File: src/sp_consts.svh
// Purpose: named constants of the dual serial port block
// Assumes: 125 MHz system clock, byte addresses on the register bus
// Notes: included by the top module and the testbench
`ifndef SP_CONSTS_SVH
`define SP_CONSTS_SVH
// clock and baud figures
`define SP_CLK_HZ        125000000
`define SP_BAUD_300      300
`define SP_BAUD_600      600
`define SP_BAUD_1200     1200
`define SP_BAUD_2400     2400
`define SP_BAUD_4800     4800
`define SP_BAUD_9600     9600
`define SP_BAUD_19200    19200
// baud codes
`define SP_BC_300        3'h0
`define SP_BC_600        3'h1
`define SP_BC_1200       3'h2
`define SP_BC_2400       3'h3
`define SP_BC_4800       3'h4
`define SP_BC_9600       3'h5
// register byte offsets, one word each
`define SP_OFS_CTRL      6'h00
`define SP_OFS_STAT      6'h04
`define SP_OFS_STORED0   6'h08
`define SP_OFS_STORED1   6'h0C
`define SP_OFS_ACTIVE0   6'h10
`define SP_OFS_ACTIVE1   6'h14
`define SP_OFS_DATA0     6'h18
`define SP_OFS_DATA1     6'h1C
// configuration word: 19200, 8 bits, no parity, 1 stop, no 422/485, flow on
`define SP_CFG_RESET     16'h0216
// writable configuration bits; port 0 has no 422/485 option
`define SP_CFG_MASK1     16'h03FF
`define SP_CFG_MASK0     16'h02FF
// parity codes
`define SP_PAR_NONE      2'h0
`define SP_PAR_EVEN      2'h1
// data bit codes: 0 = 6 bits, 1 = 7 bits, 2 = 8 bits
`define SP_DB_6          2'h0
`define SP_DB_7          2'h1
`define SP_DIV_W         20
`define SP_FIFO_DEPTH    8
`define SP_CTS_SLACK     2
`endif

File: src/sp_pkg.sv
// Purpose: types shared by the dual serial port block
// Assumes: nothing beyond the constants header
// Notes: configuration word layout of each port
package sp_pkg;
  // one port's character and line configuration
  typedef struct packed {
    logic [5:0] pad;     // reads as zero; protocol is always plain ASCII
    logic       flow;    // hardware handshaking enable
    logic       rs485;   // 422/485 line operation
    logic       stop2;   // two stop bits
    logic [1:0] parity;  // none, even, odd
    logic [1:0] dbits;   // 6, 7 or 8 data bits
    logic [2:0] baud;    // 300 .. 19200 code
  } sp_cfg_t;
  // transmitter and receiver states, one-hot
  typedef enum logic [4:0] {
    SP_IDLE  = 5'h01,
    SP_START = 5'h02,
    SP_DATA  = 5'h04,
    SP_PAR   = 5'h08,
    SP_STOP  = 5'h10
  } sp_state_t;
endpackage

File: src/sp_serial_top.sv
// Purpose: two asynchronous serial ports with flow control behind Avalon-MM
// Assumes: pins are asynchronous to SYS_CLK, master keeps Avalon rules
// Notes: per-port transmit and receive FIFOs of eight characters
// Summary of operation
// - per-port baud rate from 300 to 19200
// - 6-8 data bits, parity, 1/2 stops, 485
// - CTS drops when receiver has only two places or fewer left
// - transmit waits while RTS input is deasserted
// - stored settings applied when program starts running
// - runtime reconfiguration overrides the stored settings
// - restart discards runtime changes, reapplies stored settings
// - ports offer plain ASCII protocol only
// - port 1 RS-232 only, port 2 selectable
`timescale 1ns/100ps
`include "sp_consts.svh"

// simple synchronous FIFO with valid/ready on both sides
module sp_fifo #(
  parameter int W = 8,
  parameter int D = `SP_FIFO_DEPTH
) (
  input  wire logic             clk,
  input  wire logic             rst,
  input  wire logic             en,
  input  wire logic             in_valid,
  output logic                  in_ready,
  input  wire logic [W-1:0]     in_data,
  output logic                  out_valid,
  input  wire logic             out_ready,
  output logic [W-1:0]          out_data,
  output logic [$clog2(D+1)-1:0] count
);
  localparam int AW = $clog2(D);
  logic [W-1:0]  mem [D];  // storage
  logic [AW-1:0] wr_ptr;   // write index
  logic [AW-1:0] rd_ptr;   // read index
  wire push = in_valid & in_ready;
  wire pop  = out_valid & out_ready;
  assign in_ready  = (count != ($clog2(D+1))'(D));
  assign out_valid = (count != '0);
  assign out_data  = mem[rd_ptr];
  // storage write, no reset needed
  always_ff @(posedge clk)
  begin
    if (en & push)
      mem[wr_ptr] <= in_data;
  end
  // pointers and fill count
  always_ff @(posedge clk)
  begin
    if (rst)
    begin
      wr_ptr <= '0;
      rd_ptr <= '0;
      count  <= '0;
    end
    else if (en)
    begin
      if (push)
        wr_ptr <= (wr_ptr == AW'(D-1)) ? '0 : wr_ptr + 1'b1;
      if (pop)
        rd_ptr <= (rd_ptr == AW'(D-1)) ? '0 : rd_ptr + 1'b1;
      count <= count + (($clog2(D+1))'(push)) - (($clog2(D+1))'(pop));
    end
  end
endmodule

module sp_serial_top #(
  parameter int DEPTH = `SP_FIFO_DEPTH
) (
  input  wire logic        SYS_CLK,
  input  wire logic        RST,
  input  wire logic        CE,
  input  wire logic [5:0]  AVS_ADDRESS,
  input  wire logic        AVS_READ,
  input  wire logic        AVS_WRITE,
  input  wire logic [31:0] AVS_WRITEDATA,
  output logic [31:0]      AVS_READDATA,
  output logic             AVS_WAITREQUEST,
  output logic [1:0]       TXD,
  input  wire logic [1:0]  RXD,
  output logic [1:0]       CTS,
  input  wire logic [1:0]  RTS,
  output logic             TXD_485,
  input  wire logic        RXD_485,
  output logic             DE_485
);
  localparam int CW = $clog2(DEPTH+1);

  // bit period in clocks for a baud code
  function automatic logic [`SP_DIV_W-1:0] baud_div(input logic [2:0] code);
    case (code)
      `SP_BC_300:  baud_div = `SP_DIV_W'(`SP_CLK_HZ / `SP_BAUD_300);
      `SP_BC_600:  baud_div = `SP_DIV_W'(`SP_CLK_HZ / `SP_BAUD_600);
      `SP_BC_1200: baud_div = `SP_DIV_W'(`SP_CLK_HZ / `SP_BAUD_1200);
      `SP_BC_2400: baud_div = `SP_DIV_W'(`SP_CLK_HZ / `SP_BAUD_2400);
      `SP_BC_4800: baud_div = `SP_DIV_W'(`SP_CLK_HZ / `SP_BAUD_4800);
      `SP_BC_9600: baud_div = `SP_DIV_W'(`SP_CLK_HZ / `SP_BAUD_9600);
      default:     baud_div = `SP_DIV_W'(`SP_CLK_HZ / `SP_BAUD_19200);
    endcase
  endfunction

  // number of data bits for a data bit code
  function automatic logic [3:0] data_bits(input logic [1:0] code);
    case (code)
      `SP_DB_6: data_bits = 4'h6;
      `SP_DB_7: data_bits = 4'h7;
      default:  data_bits = 4'h8;
    endcase
  endfunction

  // pin synchronisers: RXD, RTS and the 485 receive line
  logic [4:0] sync1;  // first stage, read only by sync2
  logic [4:0] sync2;  // settled pin levels
  always_ff @(posedge SYS_CLK)
  begin
    if (RST)
    begin
      sync1 <= 5'h1F;
      sync2 <= 5'h1F;
    end
    else if (CE)
    begin
      sync1 <= {RXD_485, RTS, RXD};
      sync2 <= sync1;
    end
  end

  // program run flag and per-port configuration
  logic           run;              // controlling program running
  sp_pkg::sp_cfg_t stored_cfg [2];  // downloaded settings
  sp_pkg::sp_cfg_t active_cfg [2];  // settings in use by the hardware

  // bus decode
  wire        req      = AVS_READ | AVS_WRITE;
  wire [2:0]  reg_sel  = AVS_ADDRESS[4:2];
  wire        mapped   = (AVS_ADDRESS[5] == 1'b0) && (AVS_ADDRESS[1:0] == 2'h0);
  wire        hit_ctrl = mapped && (AVS_ADDRESS == `SP_OFS_CTRL);
  wire        hit_stat = mapped && (AVS_ADDRESS == `SP_OFS_STAT);
  wire [1:0]  hit_sto  = {AVS_ADDRESS == `SP_OFS_STORED1, AVS_ADDRESS == `SP_OFS_STORED0};
  wire [1:0]  hit_act  = {AVS_ADDRESS == `SP_OFS_ACTIVE1, AVS_ADDRESS == `SP_OFS_ACTIVE0};
  wire [1:0]  hit_dat  = {AVS_ADDRESS == `SP_OFS_DATA1, AVS_ADDRESS == `SP_OFS_DATA0};
  wire        run_on   = AVS_WRITE && hit_ctrl && AVS_WRITEDATA[0];
  logic       ack;                  // answer cycle of the current request
  logic [1:0] tx_in_ready;          // transmit FIFO has room
  logic [1:0] rx_out_valid;         // receive FIFO holds a character
  logic [8:0] rx_out_data [2];      // error flag and character
  logic [1:0] tx_busy;              // transmitter not idle
  // a write to a full transmit FIFO is stalled until room appears
  wire        stall    = AVS_WRITE && |(hit_dat & ~tx_in_ready);
  wire        take     = req & ack;
  wire [1:0]  tx_push  = {2{take & AVS_WRITE}} & hit_dat;
  wire [1:0]  rx_pop   = {2{take & AVS_READ}} & hit_dat & rx_out_valid;
  assign AVS_WAITREQUEST = ~ack;

  // read data selection
  logic [31:0] rd_mux;
  always_comb
  begin
    rd_mux = 32'h0;
    case (reg_sel)
      3'h0: rd_mux = {31'h0, run};
      3'h1: rd_mux = {26'h0, tx_busy, rx_out_valid, ~tx_in_ready};
      3'h2: rd_mux = {16'h0, stored_cfg[0]};
      3'h3: rd_mux = {16'h0, stored_cfg[1]};
      3'h4: rd_mux = {16'h0, active_cfg[0]};
      3'h5: rd_mux = {16'h0, active_cfg[1]};
      3'h6: rd_mux = {22'h0, rx_out_valid[0], rx_out_data[0]};
      3'h7: rd_mux = {22'h0, rx_out_valid[1], rx_out_data[1]};
      default: rd_mux = 32'h0;
    endcase
    if (!mapped)
      rd_mux = 32'h0;  // unmapped addresses read zero
  end

  // bus answer: one wait cycle, registered read data
  always_ff @(posedge SYS_CLK)
  begin
    if (RST)
    begin
      ack          <= 1'b0;
      AVS_READDATA <= 32'h0;
    end
    else if (CE)
    begin
      ack <= req & ~ack & ~stall;
      // only reads load the data register, so it stands until the next read
      if (AVS_READ & ~ack)
        AVS_READDATA <= rd_mux;
    end
  end

  // run flag and configuration registers
  always_ff @(posedge SYS_CLK)
  begin
    if (RST)
    begin
      run <= 1'b0;
      for (int i = 0; i < 2; i++)
      begin
        stored_cfg[i] <= `SP_CFG_RESET;
        active_cfg[i] <= `SP_CFG_RESET;
      end
    end
    else if (CE && take && AVS_WRITE)
    begin
      if (hit_ctrl)
        run <= AVS_WRITEDATA[0];
      for (int i = 0; i < 2; i++)
      begin
        // port 0 keeps 422/485 cleared, protocol bits stay zero
        if (hit_sto[i])
          stored_cfg[i] <= AVS_WRITEDATA[15:0] & (i == 0 ? `SP_CFG_MASK0 : `SP_CFG_MASK1);
        if (run_on && !run)
          active_cfg[i] <= stored_cfg[i];
        else if (hit_act[i])
          active_cfg[i] <= AVS_WRITEDATA[15:0] & (i == 0 ? `SP_CFG_MASK0 : `SP_CFG_MASK1);
      end
    end
  end

  logic [1:0] tx_line;  // transmit line per port
  logic [1:0] cts_q;    // clear-to-send per port

  genvar g;
  generate
    for (g = 0; g < 2; g++)
    begin : port
      sp_pkg::sp_cfg_t  cfg;
      logic [`SP_DIV_W-1:0] div;
      logic [3:0]       nbits;
      // port 2 may receive on the 485 pair
      assign cfg   = active_cfg[g];
      assign div   = baud_div(cfg.baud);
      assign nbits = data_bits(cfg.dbits);
      wire rxd_s   = (g == 1 && cfg.rs485) ? sync2[4] : sync2[g];
      wire rts_s   = sync2[2+g];

      // transmit path
      logic            tq_valid;
      logic [7:0]      tq_data;
      sp_pkg::sp_state_t tst;
      logic [`SP_DIV_W-1:0] tcnt;
      logic [7:0]      tsh;
      logic [3:0]      tbit;
      logic            tpar;
      logic            tstop;
      wire tx_allow = ~cfg.flow | rts_s;
      wire tx_pop   = (tst == sp_pkg::SP_IDLE) & tq_valid & tx_allow;
      wire ttick    = (tcnt == '0);
      wire [7:0] tmask = 8'hFF >> (4'h8 - nbits);
      sp_fifo #(.W(8), .D(DEPTH)) tx_fifo (
        .clk(SYS_CLK), .rst(RST), .en(CE),
        .in_valid(tx_push[g]), .in_ready(tx_in_ready[g]), .in_data(AVS_WRITEDATA[7:0]),
        .out_valid(tq_valid), .out_ready(tx_pop), .out_data(tq_data), .count());
      assign tx_busy[g] = (tst != sp_pkg::SP_IDLE);

      // transmitter: start, data LSB first, optional parity, stop bits
      always_ff @(posedge SYS_CLK)
      begin
        if (RST)
        begin
          tst <= sp_pkg::SP_IDLE;
          tcnt <= '0;
          tsh <= 8'h00;
          tbit <= 4'h0;
          tpar <= 1'b0;
          tstop <= 1'b0;
          tx_line[g] <= 1'b1;
        end
        else if (CE)
        begin
          tcnt <= ttick ? div - 1'b1 : tcnt - 1'b1;
          case (tst)
            sp_pkg::SP_IDLE:
            begin
              tcnt <= div - 1'b1;
              if (tx_pop)
              begin
                tsh <= tq_data & tmask;
                tpar <= ^(tq_data & tmask) ^ (cfg.parity != `SP_PAR_EVEN);
                tx_line[g] <= 1'b0;
                tst <= sp_pkg::SP_START;
              end
            end
            sp_pkg::SP_START:
              if (ttick)
              begin
                tx_line[g] <= tsh[0];
                tsh <= tsh >> 1;
                tbit <= 4'h1;
                tst <= sp_pkg::SP_DATA;
              end
            sp_pkg::SP_DATA:
              if (ttick)
              begin
                if (tbit == nbits)
                begin
                  tstop <= 1'b0;
                  tx_line[g] <= (cfg.parity == `SP_PAR_NONE) ? 1'b1 : tpar;
                  tst <= (cfg.parity == `SP_PAR_NONE) ? sp_pkg::SP_STOP : sp_pkg::SP_PAR;
                end
                else
                begin
                  tx_line[g] <= tsh[0];
                  tsh <= tsh >> 1;
                  tbit <= tbit + 1'b1;
                end
              end
            sp_pkg::SP_PAR:
              if (ttick)
              begin
                tx_line[g] <= 1'b1;
                tst <= sp_pkg::SP_STOP;
              end
            sp_pkg::SP_STOP:
              if (ttick)
              begin
                if (cfg.stop2 && !tstop)
                  tstop <= 1'b1;   // second stop bit
                else
                  tst <= sp_pkg::SP_IDLE;
              end
            default: tst <= sp_pkg::SP_IDLE;
          endcase
        end
      end

      // receive path
      sp_pkg::sp_state_t rst_q;
      logic [`SP_DIV_W-1:0] rcnt;
      logic [7:0]      rsh;
      logic [3:0]      rbit;
      logic            rpar;
      logic            rpush;
      logic [8:0]      rword;
      logic [CW-1:0]   rcount;
      wire rtick = (rcnt == '0);
      wire [7:0] rdat = rsh >> (4'h8 - nbits);
      sp_fifo #(.W(9), .D(DEPTH)) rx_fifo (
        .clk(SYS_CLK), .rst(RST), .en(CE),
        .in_valid(rpush), .in_ready(), .in_data(rword),
        .out_valid(rx_out_valid[g]), .out_ready(rx_pop[g]), .out_data(rx_out_data[g]),
        .count(rcount));

      // receiver: mid-bit sampling, error flag for parity or missing stop
      always_ff @(posedge SYS_CLK)
      begin
        if (RST)
        begin
          rst_q <= sp_pkg::SP_IDLE;
          rcnt <= '0;
          rsh <= 8'h00;
          rbit <= 4'h0;
          rpar <= 1'b0;
          rpush <= 1'b0;
          rword <= 9'h000;
          cts_q[g] <= 1'b0;
        end
        else if (CE)
        begin
          rpush <= 1'b0;
          // leave room for characters already on their way
          cts_q[g] <= ~cfg.flow | (rcount < CW'(DEPTH - `SP_CTS_SLACK));
          rcnt <= rtick ? div - 1'b1 : rcnt - 1'b1;
          case (rst_q)
            sp_pkg::SP_IDLE:
            begin
              rcnt <= div >> 1;
              if (!rxd_s)
                rst_q <= sp_pkg::SP_START;
            end
            sp_pkg::SP_START:
              if (rtick)
              begin
                rbit <= 4'h0;
                rst_q <= rxd_s ? sp_pkg::SP_IDLE : sp_pkg::SP_DATA;  // glitch rejected
              end
            sp_pkg::SP_DATA:
              if (rtick)
              begin
                rsh <= {rxd_s, rsh[7:1]};
                rbit <= rbit + 1'b1;
                if (rbit == nbits - 1'b1)
                  rst_q <= (cfg.parity == `SP_PAR_NONE) ? sp_pkg::SP_STOP : sp_pkg::SP_PAR;
                rpar <= 1'b0;
              end
            sp_pkg::SP_PAR:
              if (rtick)
              begin
                rpar <= rxd_s ^ ^rdat ^ (cfg.parity != `SP_PAR_EVEN);
                rst_q <= sp_pkg::SP_STOP;
              end
            sp_pkg::SP_STOP:
              if (rtick)
              begin
                rword <= {rpar | ~rxd_s, rdat};
                rpush <= 1'b1;   // dropped if the FIFO is full: flow off, or sender ignores CTS
                rst_q <= sp_pkg::SP_IDLE;
              end
            default: rst_q <= sp_pkg::SP_IDLE;
          endcase
        end
      end
    end
  endgenerate

  // line outputs from flip-flops; port 2 drives the 485 pair when enabled
  always_ff @(posedge SYS_CLK)
  begin
    if (RST)
    begin
      TXD     <= 2'h3;
      CTS     <= 2'h0;
      TXD_485 <= 1'b1;
      DE_485  <= 1'b0;
    end
    else if (CE)
    begin
      TXD     <= {tx_line[1] | active_cfg[1].rs485, tx_line[0]};
      CTS     <= cts_q;
      TXD_485 <= tx_line[1];
      DE_485  <= active_cfg[1].rs485 & tx_busy[1];
    end
  end
endmodule

File: config.mk
export PLATFORM = sky130hd
export DESIGN_NAME = sp_serial_top
export DESIGN_NICKNAME = d
export VERILOG_FILES = /design/src/sp_pkg.sv /design/src/sp_serial_top.sv
export VERILOG_INCLUDE_DIRS = /design/src
export SDC_FILE = /design/constraint.sdc
export NUM_CORES = 1
export LEC_CHECK = 0
export BUFFER_PORTS_ARGS = -buffer_cell sky130_fd_sc_hd__buf_2
export CAP_MARGIN = 25
export CORE_AREA = 2 2 178 354
export CTS_BUF_LIST = sky130_fd_sc_hd__clkbuf_16
export CTS_CLUSTER_SIZE = 24
export DETAILED_ROUTE_END_ITERATION = 7
export DIE_AREA = 0 0 180 356
export SKIP_CTS_REPAIR_TIMING = 1
export SLEW_MARGIN = 20
export SYNTH_ARGS = -nofsm -noshare
export SYNTH_HDL_FRONTEND = slang
export SYNTH_SLANG_ARGS = --single-unit
File: constraint.sdc
create_clock -name SYS_CLK -period 6.6 [get_ports SYS_CLK]
set_clock_uncertainty 0.05 [all_clocks]
set_input_delay 0.66 -clock SYS_CLK [delete_from_list [all_inputs] [get_ports SYS_CLK]]
set_output_delay 0.66 -clock SYS_CLK [all_outputs]
set_load 0.03 [all_outputs]
==> results.py <==
metrics = {
    "synth": {
        "synth.avg_cell_area_um2": 10.7,
        "synth_ff_type": "edfxtp_1",
        "synth_top_cells_by_area": "edfxtp_1, dfxtp_1, mux4_2, nor2_1, mux2i_1",
        "postSynthCellCount": 2557,
        "synthArstFlopShare_pct": 0,
        "syn_area_um2": 27300,
        "ys_ff_latch": 568,
        "synth_top_cell_area_share_pct": 34.2,
        "synthDistinctLibCells": 82,
        "yosysWarnings": 0,
        "seq_area_frac_synth_pct": 53.1,
        "yosys.area.top_type": "edfxtp_1",
        "synth_edf_count": 310,
    },
    "outcome": {
        "outcome": "finished clean",
    },
    "worst_setup_path": {
        "critPathArrivalTime_ns": 3.71,
        "crit_path_max_fanout": 27,
        "critPathLaunchType": "register",
        "slowest_stage": "a2111oi_4",
        "crit_chain": "or4_1, nor2_1, and4_1, buf_4, a211oi_2, a2111oi_4, mux2i_1, nor2_1",
        "endpoint_kind": "register",
        "r2r_slack_ns": 3.30,
        "cpPeakStageDelay_ns": 0.60,
        "cp.required_ns": 7.02,
        "crit_type": "register to register",
        "path_common_cell": "nor2_1",
    },
    "routing": {
        "ant_nets": 0,
        "viasPerCell": 5.71,
        "drc": 0,
        "vias": 19167,
        "drt_iter0_markers": 1550,
        "drtPass1Iterations": 7,
        "wirelength_um": 64900,
        "wl_per_cell_um": 19.4,
    },
    "floorplanning": {
        "rows": 129,
        "fp.dieW_um": 180,
        "chipHeight_um": 356,
        "die_area_um2": 64100,
        "start_util_pct": 44.3,
        "ioPinCount": 87,
        "core_area_um2": 61500,
    },
    "placement": {
        "hpwl_um": 43300,
        "place_worst_setup_slack_ns": 2.76,
        "place_congestion": 0.820,
        "port_buffers": 42,
        "dp_cells": 3254,
    },
    "sta": {
        "timing.final.ws_setup_ns": 3.30,
        "worstMarginPinSlew_ns": 1.04,
        "period_share_pct": 50.0,
        "final-hold-violation-count": 0,
        "layout_min_cycle_time_ns": 3.30,
        "final_max_slew_viol_count": 0,
        "slew_headroom_pct": 30.2,
        "rsz0062_at_grt": "no",
        "setup_tns_ns": 0,
        "setup_violations": 0,
        "fin_hold_ws_ns": 0.204,
        "max_freq_mhz": 303,
    },
    "final_layout": {
        "finalNetCount": 2633,
        "n_antenna_cell": 0,
        "layout-drive-gt1-share_pct": 9.93,
        "multi_input_area_um2": 11900,
        "seq_area_um2": 14500,
        "instances_no_fill": 3354,
        "final.fill_count": 5595,
        "area_growth_pct": 9.19,
    },
    "cts": {
        "cts_tree": "yes",
        "numCtsBuffers": 51,
        "cts-root-buf": "clkbuf_16",
        "clock_sinks": 568,
        "worst_skew_pair.late_latency_ns": 0.62,
        "clockBufferDepth": 3,
        "clkTransAtPathRegs_ns": 0.07,
        "htreeDepth": 2,
    },
    "pwr": {
        "p_leak_nw": 10.2,
        "ir_worst_vdd_mv": 0.269,
        "power_density_nw_per_um2": 336,
    },
    "global_routing": {
        "grt_max_degree": 156,
        "grt.total_usage_pct": 20.0,
        "first_global_vias": 18210,
        "overflow": 0,
        "grt_pass1_wl_um": 103000,
        "antenna_found_initial": 0,
    },
    "worst_hold_path": {
        "min_path_type": "input port to register",
    },
    "job": {
        "maxCapViolCount": 0,
    },
}
## metrics by stage
| step | instance area [um2] | utilization [%] | power [mW] |
|---|---|---|---|
| 2_1_floorplan | 27300 | - | 6.46 |
| 3_3_place_gp | 28000 | 45.6 | 7.03 |
| 3_5_place_dp | 28000 | 45.6 | 7.06 |
| 4_1_cts | 29700 | 48.3 | 10.1 |
| 5_1_grt | 29800 | 48.4 | 10.6 |
| 6_report | 29800 | 48.4 | 10.0 |
## report_power, final
part           switching, mW  internal, mW  total [mW]
logic                   1.65          1.10        2.75
registers              0.309          3.96        4.27
clock network           1.36          1.62        2.98
## sequential cells by signal (all words and copies together) (netlist names), 18 cells and up, named ones only
| name | count |
|---|---|
| port.rx_fifo.mem | 144 |
| stored_cfg | 19 |
| active_cfg | 19 |
| port.tx_fifo.mem | 128 |
| port.rcnt | 40 |
| port.tcnt | 40 |
| port.rword | 18 |
## cells in the final DEF (no fill, tap or decap), types with 56 or more instances in the layout
| cell | Yosys | layout |
|---|---|---|
| nor2_1 | 310 | 310 |
| edfxtp_1 | 310 | 310 |
| dfxtp_1 | 258 | 258 |
| nand2_1 | 230 | 230 |
| a21oi_1 | 177 | 177 |
| o21ai_0 | 119 | 118 |
| mux2i_1 | 100 | 100 |
| inv_1 | 62 | 76 |
| nor3_1 | 82 | 73 |
| mux4_2 | 62 | 62 |
| a211oi_1 | 57 | 57 |
| xnor2_1 | 56 | 56 |
| ha_1 | 56 | 56 |
## synth_stat cells, types with 7 or more instances
| library cell | n |
|---|---|
| o21ai_0 | 119 |
| nor4_1 | 22 |
| nand4_1 | 13 |
| xor2_1 | 28 |
| a21o_1 | 9 |
| inv_1 | 62 |
| nand2_1 | 230 |
| nand2b_1 | 41 |
| a21oi_1 | 177 |
| dfxtp_1 | 258 |
| nor2_1 | 310 |
| o22a_1 | 8 |
| buf_1 | 7 |
| a311oi_1 | 14 |
| and3_1 | 16 |
| or4_1 | 9 |
| a211oi_1 | 57 |
| nor3b_1 | 13 |
| mux2_2 | 9 |
| nand3b_1 | 15 |
| clkbuf_1 | 130 |
| ha_1 | 56 |
| nand4b_1 | 10 |
| a31oi_1 | 17 |
| nor3_1 | 82 |
| mux2i_1 | 100 |
| buf_2 | 17 |
| or3_1 | 23 |
| a22o_1 | 12 |
| o22ai_1 | 24 |
| o211ai_1 | 18 |
| buf_4 | 23 |
| a221oi_1 | 11 |
| xnor2_1 | 56 |
| mux4_2 | 62 |
| edfxtp_1 | 310 |
| a22oi_1 | 21 |
| nor2b_1 | 23 |
| nand3_1 | 52 |
## critical path, delay by kind of cell, from the launching register on
family | cells | cell delay, ns
buffers and inverters | 1 | 0.31
multiplexers | 1 | 0.25
AO/OA/AOI/OAI | 2 | 0.68
flip-flops | 1 | 0.37
AND/OR/NAND/NOR | 4 | 1.51
## routing by layer
layer | vias up | GRT usage (%) | share of wire (%)
met4 | 0 | 5.84 | 2.4
met3 | 89 | 2.64 | 4.4
met1 | 9323 | 26.4 | 44
met5 | - | 0 | 0
met2 | 442 | 34.3 | 49
li1 | 9313 | - | -
## cell type report
cell class | count | share of cell area, %
Inverter | 62 | 0.782
Multi-Input combinational cell | 1771 | 40.0
Sequential cell | 568 | 48.6
Clock inverter | 45 | 1.33
Tap cell | 786 | 3.31
Timing Repair Buffer | 71 | 1.62
Clock buffer | 51 | 4.29
## final timing paths
kind | from | end | cells past startpoint
worst min register to register | port[0].rsh[0] | port[0].rsh[0] | 2
worst min-delay path | RXD_485 | sync1[4] | 3
worst max-delay path | port[0].rcnt[7] | port[0].rst_q[1] | 8
worst max register to register | port[0].rcnt[7] | port[0].rst_q[1] | 8
## logic make-up (layout without fill, tap and decap cells)
family	after synthesis	count (layout)	synth area share, %
simple gates	903	903	16.0
fa+ha+maj	60	60	2.87
compound gates	529	529	12.3
other cells	1	22	0.0138
mux	171	171	9.17
buf+inv	239	229	3.69
flops	568	568	53.1
xor+xnor	86	86	2.87
No activity file was read; power rests on OpenSTA's default activity.
